[src/design/blcm_consts.vh]
// constants, register map and timing for the buck load current measurement block
`ifndef BLCM_CONSTS_VH
`define BLCM_CONSTS_VH

// register offsets
`define BLCM_A_SEL      8'h00
`define BLCM_A_LOAD1    8'h01
`define BLCM_A_LOAD2    8'h02
`define BLCM_A_STAT     8'h03
`define BLCM_A_CLR      8'h04
`define BLCM_A_EN       8'h05
`define BLCM_A_MASK     8'h06
`define BLCM_A_CFG      8'h07
`define BLCM_A_MODE     8'h08

// field positions
`define BLCM_B_SEL      0
`define BLCM_B_DONE     0
`define BLCM_B_FPWM0    0
`define BLCM_B_FPWM1    1
`define BLCM_B_BUSY     2

// reset values
`define BLCM_RST_MASK   1'b0
`define BLCM_RST_EN     1'b1
`define BLCM_RST_FPWM   2'b00

// timing
`define BLCM_SEQ_US     50
`define BLCM_CLK_MHZ    250
`define BLCM_SEQ_CYC    (`BLCM_SEQ_US * `BLCM_CLK_MHZ)

// load scaling
`define BLCM_LSB_MA     20
`define BLCM_PWM_MA     520
`define BLCM_PWM_CODE   (`BLCM_PWM_MA / `BLCM_LSB_MA)

`endif

[src/design/blcm_mode_sel.v]
// pwm/pfm mode selection for one buck converter
`timescale 1ns/1ns
`default_nettype none
`include "blcm_consts.vh"
module blcm_mode_sel #(
	parameter W = 9
) (
	input  wire         clk,
	input  wire         rst_n,
	input  wire         force_pwm,
	input  wire         meas_force,
	input  wire [W-1:0] load_code,
	output reg          pwm_mode
);
	localparam integer PWM_INT  = `BLCM_PWM_CODE;
	localparam [W-1:0] PWM_CODE = PWM_INT[W-1:0];
	wire pwm_nxt;

	// forced modes win; otherwise load decides, at or above threshold runs pwm
	assign pwm_nxt = force_pwm | meas_force | (load_code >= PWM_CODE);

	// registered so the power stage sees a clean level
	always @(posedge clk or negedge rst_n) begin
		if (!rst_n) begin
			pwm_mode <= 1'b1;
		end else begin
			pwm_mode <= pwm_nxt;
		end
	end
endmodule
`default_nettype wire

[src/design/blcm_top.v]
// buck load current measurement controller with register port and interrupt
`timescale 1ns/1ns
`default_nettype none
`include "blcm_consts.vh"
module blcm_top #(
	parameter W        = 9,
	parameter SEQ_CYC  = `BLCM_SEQ_CYC,
	parameter SAMP_CYC = 16
) (
	input  wire         MCLK,
	input  wire         RST_N,
	input  wire [7:0]   ADDR,
	input  wire [7:0]   WDATA,
	input  wire         WR,
	input  wire         RD,
	output reg  [7:0]   RDATA,
	input  wire [W-1:0] ADC_B0,
	input  wire [W-1:0] ADC_B1,
	output wire         ADC_SEL,
	output wire         PWM_B0,
	output wire         PWM_B1,
	output wire         BUSY,
	output wire         HOST_IRQ_N
);
	//////////////////////////////////////////////////////////////////////////
	// state and registers
	localparam IDLE = 1'b0;
	localparam MEAS = 1'b1;
	localparam CW = 16;
	// integer forms first so the cut to the counter width is deliberate
	localparam integer  SEQ_END   = SEQ_CYC - 1;
	localparam integer  SAMP_END  = SAMP_CYC - 1;
	localparam [CW-1:0] SEQ_LAST  = SEQ_END[CW-1:0];
	localparam [CW-1:0] SAMP_LAST = SAMP_END[CW-1:0];

	reg          state_r;
	reg          state_nxt;
	reg [CW-1:0] cnt_r;
	reg [CW-1:0] cnt_nxt;
	reg          sel_r;
	reg [W+3:0]  acc_r;
	reg [W+3:0]  acc_nxt;
	reg [W-1:0]  result_r;
	reg [W-1:0]  result_nxt;
	reg          measure_done_flag_r;
	reg          done_en_r;
	reg          measure_done_mask_r;
	reg [1:0]    fpwm_r;
	wire         wr_sel;
	wire         wr_clr;
	wire         done_pulse;
	wire [W-1:0] adc_mux;
	wire         pwm0;
	wire         pwm1;
	wire [1:0]   pwm_vec;

	assign wr_sel  = WR && (ADDR == `BLCM_A_SEL);
	assign wr_clr  = WR && (ADDR == `BLCM_A_CLR);
	assign adc_mux = sel_r ? ADC_B1 : ADC_B0;
	assign ADC_SEL = sel_r;
	assign BUSY    = (state_r == MEAS);
	assign done_pulse = (state_r == MEAS) && (cnt_r == SEQ_LAST) && !wr_sel;

	//////////////////////////////////////////////////////////////////////////
	// measurement sequencer: averages SAMP_CYC samples, ends at SEQ_CYC cycles
	always @* begin
		state_nxt  = state_r;
		cnt_nxt    = cnt_r;
		acc_nxt    = acc_r;
		result_nxt = result_r;
		if (wr_sel) begin
			// a new write restarts even a running sequence
			state_nxt = MEAS;
			cnt_nxt   = {CW{1'b0}};
			acc_nxt   = {(W+4){1'b0}};
		end else if (state_r == MEAS) begin
			cnt_nxt = cnt_r + 1'b1;
			if (cnt_r <= SAMP_LAST) begin
				acc_nxt = acc_r + {4'h0, adc_mux};
			end
			if (cnt_r == SEQ_LAST) begin
				// fixed end count bounds the sequence length
				state_nxt  = IDLE;
				result_nxt = acc_r[W+3:4];
			end
		end
	end

	always @(posedge MCLK or negedge RST_N) begin
		if (!RST_N) begin
			state_r  <= IDLE;
			cnt_r    <= {CW{1'b0}};
			acc_r    <= {(W+4){1'b0}};
			result_r <= {W{1'b0}};
		end else begin
			state_r  <= state_nxt;
			cnt_r    <= cnt_nxt;
			acc_r    <= acc_nxt;
			result_r <= result_nxt;
		end
	end

	//////////////////////////////////////////////////////////////////////////
	// register writes
	always @(posedge MCLK or negedge RST_N) begin
		if (!RST_N) begin
			sel_r               <= 1'b0;
			done_en_r           <= `BLCM_RST_EN;
			measure_done_mask_r <= `BLCM_RST_MASK;
			fpwm_r              <= `BLCM_RST_FPWM;
		end else if (WR) begin
			if (ADDR == `BLCM_A_SEL) begin
				sel_r <= WDATA[`BLCM_B_SEL];
			end else if (ADDR == `BLCM_A_EN) begin
				done_en_r <= WDATA[`BLCM_B_DONE];
			end else if (ADDR == `BLCM_A_MASK) begin
				measure_done_mask_r <= WDATA[`BLCM_B_DONE];
			end else if (ADDR == `BLCM_A_CFG) begin
				fpwm_r <= WDATA[`BLCM_B_FPWM1:`BLCM_B_FPWM0];
			end
		end
	end

	// sticky flag; a set in the clear cycle wins
	always @(posedge MCLK or negedge RST_N) begin
		if (!RST_N) begin
			measure_done_flag_r <= 1'b0;
		end else if (done_pulse && done_en_r) begin
			measure_done_flag_r <= 1'b1;
		end else if (wr_clr && WDATA[`BLCM_B_DONE]) begin
			measure_done_flag_r <= 1'b0;
		end
	end

	// mask set blocks the line, flag stays visible in status
	assign HOST_IRQ_N = ~(measure_done_flag_r & ~measure_done_mask_r);

	//////////////////////////////////////////////////////////////////////////
	// register reads, one cycle latency; unmapped reads give zero
	always @(posedge MCLK or negedge RST_N) begin
		if (!RST_N) begin
			RDATA <= 8'h00;
		end else if (RD) begin
			if (ADDR == `BLCM_A_SEL) begin
				RDATA <= {7'h00, sel_r};
			end else if (ADDR == `BLCM_A_LOAD1) begin
				RDATA <= result_r[7:0];
			end else if (ADDR == `BLCM_A_LOAD2) begin
				RDATA <= {7'h00, result_r[W-1]};
			end else if (ADDR == `BLCM_A_STAT) begin
				RDATA <= {7'h00, measure_done_flag_r};
			end else if (ADDR == `BLCM_A_EN) begin
				RDATA <= {7'h00, done_en_r};
			end else if (ADDR == `BLCM_A_MASK) begin
				RDATA <= {7'h00, measure_done_mask_r};
			end else if (ADDR == `BLCM_A_CFG) begin
				RDATA <= {6'h00, fpwm_r};
			end else if (ADDR == `BLCM_A_MODE) begin
				RDATA <= {5'h00, BUSY, pwm1, pwm0};
			end else begin
				RDATA <= 8'h00;
			end
		end else begin
			RDATA <= 8'h00;
		end
	end

	//////////////////////////////////////////////////////////////////////////
	// mode selection per converter
	genvar g;
	generate
		for (g = 0; g < 2; g = g + 1) begin : g_mode
			blcm_mode_sel #(.W(W)) u_mode (
				.clk        (MCLK),
				.rst_n      (RST_N),
				.force_pwm  (fpwm_r[g]),
				.meas_force (BUSY && (sel_r == g)),
				.load_code  (g == 0 ? ADC_B0 : ADC_B1),
				.pwm_mode   (pwm_vec[g])
			);
		end
	endgenerate
	assign pwm0   = pwm_vec[0];
	assign pwm1   = pwm_vec[1];
	assign PWM_B0 = pwm0;
	assign PWM_B1 = pwm1;
endmodule
`default_nettype wire

[config.mk]
export PLATFORM = sky130hd
export DESIGN_NAME = blcm_top
export DESIGN_NICKNAME = d
export VERILOG_FILES = /design/src/design/blcm_mode_sel.v /design/src/design/blcm_top.v
export VERILOG_INCLUDE_DIRS = /design/src /design/src/design
export SDC_FILE = /design/constraint.sdc
export NUM_CORES = 1
export LEC_CHECK = 0
export BUFFER_PORTS_ARGS = -buffer_cell sky130_fd_sc_hd__buf_2
export CAP_MARGIN = 10
export CELL_PAD_IN_SITES_DETAIL_PLACEMENT = 0
export CELL_PAD_IN_SITES_GLOBAL_PLACEMENT = 1
export CORE_UTILIZATION = 45
export CTS_BUF_LIST = sky130_fd_sc_hd__clkbuf_4 sky130_fd_sc_hd__clkbuf_8
export CTS_CLUSTER_DIAMETER = 40
export DETAILED_ROUTE_END_ITERATION = 12
export PLACE_DENSITY = 0.92
export SYNTH_ARGS = -nofsm -noshare
export SYNTH_HDL_FRONTEND = slang
export SYNTH_SLANG_ARGS = --single-unit
[constraint.sdc]
create_clock -name MCLK -period 3.5 [get_ports MCLK]
set_input_delay 0.7 -clock MCLK [delete_from_list [all_inputs] [get_ports MCLK]]
set_output_delay 0.7 -clock MCLK [all_outputs]
set_load 0.01 [all_outputs]
==> impl_metrics.yaml, run 1 <==
finish:
  register_area_um2: 1380
  fillers: 594
  area_delta_synth_final_pct: 13.7
  multi_input_area_um2: 1580
  final_area_um2: 3430
  antenna_cells: 0
  drive_gt1_share_pct: 25.4
  fin_nets: 387
  stdcell_count: 416
clock_network:
  ctsHoldBuffers: 0
  clk_latency_ps: 320
  cts_inserted_buffers: 5
  cts_sinks: 55
  cts_max_path_buffers: 2
  htree_levels: 2
  cts_resized: 0
  clkSlewWorstSetupHoldPaths_ps: 110
  root_buffer: "clkbuf_8"
  cts_tree: "yes"
  cts_setup_buffers: 0
route:
  drtAntennaViolNets: 0
  drtIter0Drc: 103
  routed_wl_um: 6170
  wire_per_inst_um: 14.8
  via_count: 2368
  route.detailed.drc: 3
  via_per_inst: 5.69
  firstDrtPassIters: 8
critical_path:
  critPathTopFamily: "compound AO/OA/AOI/OAI gates"
  slowest_delay_ps: 630
  r2r_cells: 8
  reg2reg_from: "ADC_SEL"
  crit_required_ps: 3740
  endpoint_kind: "flip-flop"
  path_buf_inv: 0
  cp_max_fo: 12
  slowest_stage: "dfrtp_1"
  cp-startpoint: "ADC_SEL"
  worst-r2r-setup-slack_ps: 490
  start_kind: "flip-flop"
  reg2reg_to: "acc_r[12]"
  arrival_ps: 3250
  critical_path_class: "flip-flop to flip-flop"
  cp_common_cell: "o21ai_0"
  crit_chain: "mux2_2 -> ha_1 -> fa_1 -> a211oi_1 -> o21ai_0 -> a41oi_1 -> o21ai_0 -> a21oi_1"
place:
  dp_hpwl_um: 4510
  placed_area_um2: 3310
  globalplace.congestion: 0.782
  port_buffers: 44
  place_inst: 408
status:
  status: "finished with violations"
  violations: "design-rule violations"
floorplanning:
  io_pins: 51
  coreArea_um2: 6420
  die_x_um: 83.9
  die_area_um2: 7040
  rows: 29
  start_util_pct: 47.0
  dieHeight_um: 83.9
yosys:
  synth-edff-count: 0
  yosys.area_share.simple_pct: 22.0
  synth_cells: 294
  synthFlopType: "dfrtp_1"
  synth-compound-area-share_pct: 10.8
  synth_top_area_share_pct: 43.1
  synth-seq-cells: 55
  synth_top_family_by_area: "simple AND/OR/NAND/NOR gates"
  syn_nets: 343
  synthAdderAreaFrac_pct: 4.81
  synthXorXnorAreaFrac_pct: 4.94
  synth_top_area_cell: "dfrtp_1"
  synth.cells.most_frequent: "52 x dfrtp_1, 35 x nor2_1, 22 x mux2_2, 15 x nand2_1"
  postSynthAreaPerCell_um2: 10.3
  muxShareOfSynthArea_pct: 9.87
  ys_async_sr_fraction_pct: 100
  ys_top_cells_by_area: "dfrtp_1 43%, mux2_2 8.2%, nor2_1 4.4%, ha_1 4.1%, xor2_1 3.2%"
  ys_seq_area_share_pct: 45.7
  yosysMostFrequentCell: "dfrtp_1"
  ys_warn_count: 0
  ys_types: 44
  synth_area_um2: 3020
sta:
  slew_headroom_pct: 34.9
  fin_crit_ps: 3010
  finalClockSkew_ps: 13.1
  hold_viol_final: 0
  max_freq_mhz: 332
  slew_violations: 0
  setup-tns-final_ps: 0
  finalSetupViolCount: 0
  rsz0062_at_grt: "false"
  fin_crit_sh_pct: 86.1
  worst_slew_pin_slew_ps: 977
pwr:
  vdd_drop_max_mv: 0.193
  leakagePower_nw: 1.53
  powerDensity_nw_per_um2: 482
global_routing:
  track_usage_pct: 18.9
  grt.overflow.total: 0
  grt_antenna_before_repair: 0
  grt_max_degree: 45
  grt_pass1_vias: 2308
  grt_pass1_wl_um: 10700
worst_hold_path:
  min_from: "result_r[6]"
  hold_depth: 1
  hold_path_class: "flip-flop to flip-flop"
  hold_path_end: "RDATA[6]"
run:
  drv_cap: 0
flip-flops by register name, summed over array words and instances (netlist names):
| signal | cells |
|---|---|
| result_r | 9 |
| RDATA | 8 |
| measure_done_mask_r | 1 |
| cnt_r | 16 |
| ADC_SEL | 1 |
| done_en_r | 1 |
| fpwm_r | 2 |
| acc_r | 13 |
| BUSY | 1 |
| g_mode.u_mode.pwm_mode | 2 |
| measure_done_flag_r | 1 |
cell usage in the layout, fill, tap and decap left out, drive strengths merged, types with 2 or more instances in the layout:
cell / instances
and3: 4
mux2i: 5
a41oi: 2
a21o: 4
clkbuf: 6
o211ai: 3
nand2: 15
xor2: 11
nand3: 11
a21oi: 14
ha: 10
xnor2: 6
inv: 5
buf: 46
nor3b: 4
a211oi: 6
nor2b: 2
nor4: 9
dfstp: 3
dfrtp: 52
o21ai: 14
a31oi: 3
o21bai: 2
and4: 2
nor3: 10
nor2: 36
or3: 4
mux2: 22
nand2b: 5
and2: 5
nand4: 10
per-layer routing:
layer  GRT usage [%]  routed length, um  vias to the layer above
li1                -                  -                     1164
met1            23.7               2820                     1162
met2            33.2               3130                       35
met3            2.87                144                        7
met4            6.74                 76                        0
met5               0                  0                        -
logic make-up (layout without fill, tap and decap cells):
group,after synthesis,count (layout)
adders and majority gates,11,11
xor gates and xnor gates,17,17
DFF,55,55
and+or+nand+nor,119,119
AOI/OAI and AO/OA,52,52
buffers and inverters,13,58
muxes,27,27
through the flow:
step | total power [mW] | util [%] | setup slack (ps) | hold WS (ps)
floorplan | 1.10 | - | 839 | 404
global placement | 1.20 | 51.5 | 515 | 458
finish | 1.65 | 53.4 | 488 | 485
global route | 1.75 | 53.4 | 288 | 516
CTS | 1.66 | 53.4 | 502 | 490
detailed placement | 1.21 | 51.5 | 459 | 467
power breakdown:
group          internal [mW]  switching (mW)  total (mW)
logic                  0.155           0.175       0.330
registers              0.728           0.140       0.868
clock network          0.236           0.220       0.456
worst max-delay path by stage:
stage,end,cells after the start
floorplan,acc_r[10],8
global placement,acc_r[12],9
detailed placement,acc_r[12],9
CTS,acc_r[12],8
global route,acc_r[12],8
finish,acc_r[12],8
worst register-to-register path, delay by kind of cell (launching register included):
| kind | cells | cell delay [ps] |
|---|---|---|
| adders and majority gates | 2 | 650 |
| DFF | 1 | 630 |
| muxes | 1 | 400 |
| AOI/OAI and AO/OA | 5 | 1260 |
final cells by class:
| class | count | share of cell area, % |
|---|---|---|
| clock buffers | 6 | 2.41 |
| clock inverters | 2 | 1.13 |
| inverters | 4 | 0.438 |
| multi-input cells | 226 | 46.1 |
| flip-flops and latches | 55 | 40.2 |
| well taps | 77 | 2.81 |
| repair buffers | 46 | 6.86 |
Power figures use the tool's default switching activity.
==> inputs of run 2 (changes only) <==
--- a/config.mk
+++ b/config.mk
@@ -17,4 +17,5 @@
 export PLACE_DENSITY = 0.92
 export SYNTH_ARGS = -nofsm -noshare
 export SYNTH_HDL_FRONTEND = slang
+export SYNTH_HIERARCHICAL = 1
 export SYNTH_SLANG_ARGS = --single-unit
==> impl_metrics.yaml, run 2 <==
yosys:
  ys_async_sr_fraction_pct: 100
  synth_area_um2: 3040
  synth-seq-cells: 55
  synthXorXnorAreaFrac_pct: 5.19
  muxShareOfSynthArea_pct: 10.1
  synth_cells: 302
  synthAdderAreaFrac_pct: 4.78
  ys_seq_area_share_pct: 45.4
  ys_types: 45
  syn_nets: 351
  yosysMostFrequentCell: "dfrtp_1"
  synth.cells.most_frequent: "52 x dfrtp_1, 35 x nor2_1, 24 x nand2_1, 22 x mux2_2, 17 x o21ai_0"
  ys_top_cells_by_area: "dfrtp_1 43%, mux2_2 8.2%, nor2_1 4.3%, ha_1 4.1%, xor2_1 3.7%"
  yosys.area_share.simple_pct: 21.5
  ys_warn_count: 6
  synth_top_family_by_area: "simple AND/OR/NAND/NOR gates"
  postSynthAreaPerCell_um2: 10.1
  synth-edff-count: 0
  synth_top_area_cell: "dfrtp_1"
  synth-compound-area-share_pct: 10.3
  synth_top_area_share_pct: 42.9
  synthFlopType: "dfrtp_1"
clock_network:
  cts_setup_buffers: 0
  cts_inserted_buffers: 5
  clk_latency_ps: 310
  cts_tree: "yes"
  clkSlewWorstSetupHoldPaths_ps: 100
  cts_sinks: 55
  cts_resized: 0
  ctsHoldBuffers: 0
  root_buffer: "clkbuf_8"
  cts_max_path_buffers: 2
  htree_levels: 2
finish:
  drive_gt1_share_pct: 25.4
  largest_reg_flops: 16
  area_delta_synth_final_pct: 12.7
  final_common_cell: "dfrtp_1"
  top_regs: "cnt_r: 16 flops, acc_r: 13 flops, result_r: 9 flops"
  antenna_cells: 0
  final_cell_mix: "52 x dfrtp_1, 44 x buf_2, 35 x nor2_1, 24 x nand2_1, 22 x mux2_2"
  largest-register: "cnt_r"
  fin_nets: 395
floorplanning:
  die_x_um: 84.1
  io_pins: 51
  die_area_um2: 7080
  dieHeight_um: 84.1
  coreArea_um2: 6420
  rows: 29
  start_util_pct: 47.3
critical_path:
  worst-r2r-setup-slack_ps: 710
  crit_required_ps: 3730
  slowest_stage: "dfrtp_1"
  start_kind: "flip-flop"
  crit_chain: "mux2_2 -> ha_1 -> fa_1 -> a21oi_1 -> o22ai_1 -> o41ai_1 -> xor2_1 -> a211oi_1"
  critical_path_class: "flip-flop to flip-flop"
  endpoint_kind: "flip-flop"
  arrival_ps: 3010
  cp_max_fo: 7
  slowest_delay_ps: 490
sta:
  fin_ws_ps: 715
  slew_headroom_pct: 52.8
  fin_crit_sh_pct: 79.6
  rsz0062_at_grt: "false"
  worst_slew_pin_slew_ps: 708
  hold_viol_final: 0
  finalClockSkew_ps: 8.37
  slew_violations: 0
  max_freq_mhz: 359
  finalSetupViolCount: 0
  fin_crit_ps: 2790
  setup-tns-final_ps: 0
run:
  drv_cap: 0
pwr:
  leakagePower_nw: 1.58
  powerDensity_nw_per_um2: 562
  vdd_drop_max_mv: 0.215
global_routing:
  grt_max_degree: 33
  grt_antenna_before_repair: 0
  grt.overflow.total: 0
  grt_pass1_wl_um: 10900
  track_usage_pct: 19.5
  grt_pass1_vias: 2325
route:
  via_count: 2360
  drtAntennaViolNets: 0
  via_per_inst: 5.57
  routed_wl_um: 6210
  route.detailed.drc: 8
  drtIter0Drc: 127
  wire_per_inst_um: 14.7
  firstDrtPassIters: 8
place:
  globalplace.congestion: 0.779
  port_buffers: 44
  place_ws_ps: 540
  dp_hpwl_um: 4560
status:
  status: "finished with violations"
  violations: "design-rule violations"
worst_hold_path:
  hold_path_class: "input port to async pin"
==> run 2: cell types whose count changed after synthesis, sizes merged, moves of 3 or more <==
cell   change
a31oi      -3
and3       +3
nand2      +9
nand3      +4
nand4      -5
nor3       -6
nor3b      -4
o21ai      +3
==> run 2: final cells by class <==
cell class,instances,area (um2)
fillers,598,3000
multi-input cells,231,1580
flip-flops and latches,55,1380
repair buffers,48,250
well taps,77,96.3
clock buffers,7,90.1
inverters,5,18.8
clock inverters,1,8.76
==> run 2: power breakdown <==
part / switching, mW / internal (mW) / total, mW
clock network: 0.207 / 0.170 / 0.377
registers: 0.124 / 0.756 / 0.880
logic: 0.370 / 0.296 / 0.666
total: 0.701 / 1.22 / 1.92
==> run 2: metal layers <==
layer	up-vias	part of all wire [%]	wire, um	GRT usage [%]
met2	46	49	3020	31.7
met5	-	0	0	0
met3	15	3.2	196	3.15
met4	0	3.1	191	10.3
li1	1175	-	-	-
met1	1124	45	2800	25.2
==> run 2: through the flow <==
stage | std cells | utilization (%) | total power, mW | instance area (um2) | hold WS [ps]
final | 424 | 53.3 | 1.92 | 3420 | 348
after CTS | 424 | 53.3 | 1.94 | 3420 | 364
after global placement | 416 | 51.8 | 1.53 | 3320 | 456
after floorplan | 302 | - | 1.40 | 3040 | 404
after detailed placement | 416 | 51.8 | 1.56 | 3320 | 465
after global routing | 424 | 53.3 | 2.08 | 3420 | 390
==> run 2: critical path: cells and delay by family, from the launching register on <==
family	cells	cell delay [ps]
DFF	1	490
adders and majority gates	2	630
xor gates and xnor gates	1	130
muxes	1	370
AOI/OAI and AO/OA	4	1080
==> run 2: final timing paths <==
path	startpoint	end	cells past startpoint
max in group asynchronous	RST_N	acc_r[0]	2
worst min register to register	result_r[4]	RDATA[4]	1
min in group MCLK	result_r[4]	RDATA[4]	1
worst max register to register	ADC_SEL	acc_r[8]	8
worst max-delay path	ADC_SEL	acc_r[8]	8
worst min-delay path	RST_N	RDATA[5]	1
==> run 2: cells by family after synthesis <==
family	Yosys count
and+or+nand+nor	123
adders and majority gates	11
DFF	55
buffers and inverters	16
xor gates and xnor gates	18
muxes	28
AOI/OAI and AO/OA	51
==> inputs of run 3 (changes only) <==
--- a/config.mk
+++ b/config.mk
@@ -10,11 +10,11 @@
 export CAP_MARGIN = 10
 export CELL_PAD_IN_SITES_DETAIL_PLACEMENT = 0
 export CELL_PAD_IN_SITES_GLOBAL_PLACEMENT = 1
-export CORE_UTILIZATION = 45
+export CORE_UTILIZATION = 41
 export CTS_BUF_LIST = sky130_fd_sc_hd__clkbuf_4 sky130_fd_sc_hd__clkbuf_8
 export CTS_CLUSTER_DIAMETER = 40
 export DETAILED_ROUTE_END_ITERATION = 12
-export PLACE_DENSITY = 0.92
+export PLACE_DENSITY = 0.89
 export SYNTH_ARGS = -nofsm -noshare
 export SYNTH_HDL_FRONTEND = slang
 export SYNTH_HIERARCHICAL = 1
==> constraint.sdc (replaced) <==
create_clock -name MCLK -period 2.55 [get_ports MCLK]
set_input_delay 0.51 -clock MCLK [delete_from_list [all_inputs] [get_ports MCLK]]
set_output_delay 0.51 -clock MCLK [all_outputs]
set_load 0.01 [all_outputs]
==> impl_metrics.yaml, run 3 (synthesis gave the netlist of run 2 again) <==
status:
  status: "finished clean"
critical_path:
  r2r_cells: 8
  endpoint_kind: "flip-flop"
  reg2reg_from: "ADC_SEL"
  crit_chain: "buf_4 -> mux2_2 -> ha_1 -> inv_1 -> o22ai_2 -> o221ai_2 -> or3_1 -> a21oi_1"
  slowest_delay_ps: 390
  cp-startpoint: "ADC_SEL"
  arrival_ps: 2640
  crit_required_ps: 2790
  cp_max_fo: 10
  path_buf_inv: 2
  slowest_stage: "dfrtp_1"
  critPathTopFamily: "compound AO/OA/AOI/OAI gates"
  reg2reg_to: "acc_r[12]"
  start_kind: "flip-flop"
  critical_path_class: "flip-flop to flip-flop"
  worst-r2r-setup-slack_ps: 150
clock_network:
  cts_max_path_buffers: 2
  cts_resized: 0
  ctsHoldBuffers: 0
  cts_tree: "yes"
  clkSlewWorstSetupHoldPaths_ps: 100
  cts_setup_buffers: 0
  root_buffer: "clkbuf_8"
  cts_inserted_buffers: 5
  cts_sinks: 55
  clk_latency_ps: 310
  htree_levels: 2
route:
  routed_wl_um: 5990
  via_per_inst: 5.33
  drtIter0Drc: 99
  drtAntennaViolNets: 0
  firstDrtPassIters: 4
  route.detailed.drc: 0
  wire_per_inst_um: 13.3
  via_count: 2407
place:
  dp_hpwl_um: 4440
  place_inst: 444
  globalplace.congestion: 0.821
  port_buffers: 44
  place_ws_ps: -82.6
finish:
  fin_nets: 401
  largest_reg_flops: 16
  area_delta_synth_final_pct: 16.5
  final_cell_mix: "52 x dfrtp_1, 44 x buf_2, 35 x nor2_1, 24 x nand2_1, 22 x mux2_2"
  top_regs: "cnt_r: 16 flops, acc_r: 13 flops, result_r: 9 flops"
  register_area_um2: 1380
  fillers: 689
  multi_input_area_um2: 1600
  final_common_cell: "dfrtp_1"
  drive_gt1_share_pct: 27.8
  antenna_cells: 0
  stdcell_count: 452
  largest-register: "cnt_r"
run:
  drv_cap: 0
pwr:
  p_comb_share_pct: 36.7
  power_mw: 2.75
  internal_power_mw: 1.75
  vdd_drop_max_mv: 0.321
  leakagePower_nw: 1.62
  powerDensity_nw_per_um2: 776
  swShare_pct: 36.1
  seqPwrFrac_pct: 44.0
  p_clk_share_pct: 19.3
  p_switching_mw: 0.992
sta:
  fin_crit_sh_pct: 93.9
  worst_slew_pin_slew_ps: 737
  rsz0062_at_grt: "true"
  slew_headroom_pct: 50.8
  hold_viol_final: 0
  max_freq_mhz: 417
  slew_violations: 0
  finalSetupViolCount: 0
  finalClockSkew_ps: 6.86
  fin_ws_ps: 154
  fin_crit_ps: 2400
global_routing:
  grt.busiest_layer: "met2"
  grt_antenna_before_repair: 0
  use_met1_pct: 21.7
  grt_pass1_wl_um: 10100
  track_usage_pct: 16.7
  grt.overflow.total: 0
  grt_max_degree: 32
  grtUsageMet3_pct: 3.39
  grt_pass1_vias: 2200
  grt.met2_usage_pct: 28.2
floorplanning:
  rows: 31
  coreArea_um2: 7210
  start_util_pct: 42.1
  dieHeight_um: 88.1
  die_area_um2: 7750
  die_x_um: 88.1
  io_pins: 51
worst_hold_path:
  hold_path_class: "input port to async pin"
run 3: worst register-to-register path, stage by stage (launching register included):
cell	delay (ps)
dfrtp_1	390
buf_4	190
mux2_2	370
ha_1	330
inv_1	80
o22ai_2	270
o221ai_2	190
or3_1	380
a21oi_1	140
run 3: per-layer routing:
| layer | part of all wire (%) | wire (um) |
|---|---|---|
| met1 | 46 | 2770 |
| met2 | 49 | 2960 |
| met3 | 3.1 | 185 |
| met4 | 1.3 | 80 |
| met5 | 0 | 0 |
run 3: worst max-delay path by stage:
stage,to,cells after the start
after global routing,acc_r[11],8
after detailed placement,acc_r[8],9
final,acc_r[12],8
after CTS,acc_r[12],8
after global placement,acc_r[8],9
after floorplan,acc_r[10],8
run 3: cell type report:
cell class                      count  share of cell area [%]
Multi-Input combinational cell    231                    45.3
Clock buffer                        7                    2.72
Inverter                            5                   0.531
Tap cell                           99                    3.50
Timing Repair Buffer               54                    8.70
Clock inverter                      1                   0.212
Sequential cell                    55                    39.0
run 3: power groups by stage:
| stage | Sequential, mW | Clock [mW] | Combinational (mW) |
|---|---|---|---|
| 2_1_floorplan | 1.17 | 0 | 0.753 |
| 3_3_place_gp | 1.22 | 0 | 0.932 |
| 3_5_place_dp | 1.22 | 0 | 0.958 |
| 4_1_cts | 1.21 | 0.549 | 0.968 |
| 6_report | 1.21 | 0.529 | 1.01 |
| 5_1_grt | 1.24 | 0.575 | 1.15 |
run 3: through the flow:
step | instance area (um2) | utilization [%] | hold slack [ps] | TNS (ps)
floorplan | 3040 | - | 214 | 0
global placement | 3410 | 47.3 | 456 | -40.0
detailed placement | 3410 | 47.3 | 461 | -95.5
CTS | 3510 | 48.7 | 291 | 0
global route | 3540 | 49.0 | 324 | -0.739
finish | 3540 | 49.0 | 257 | 0
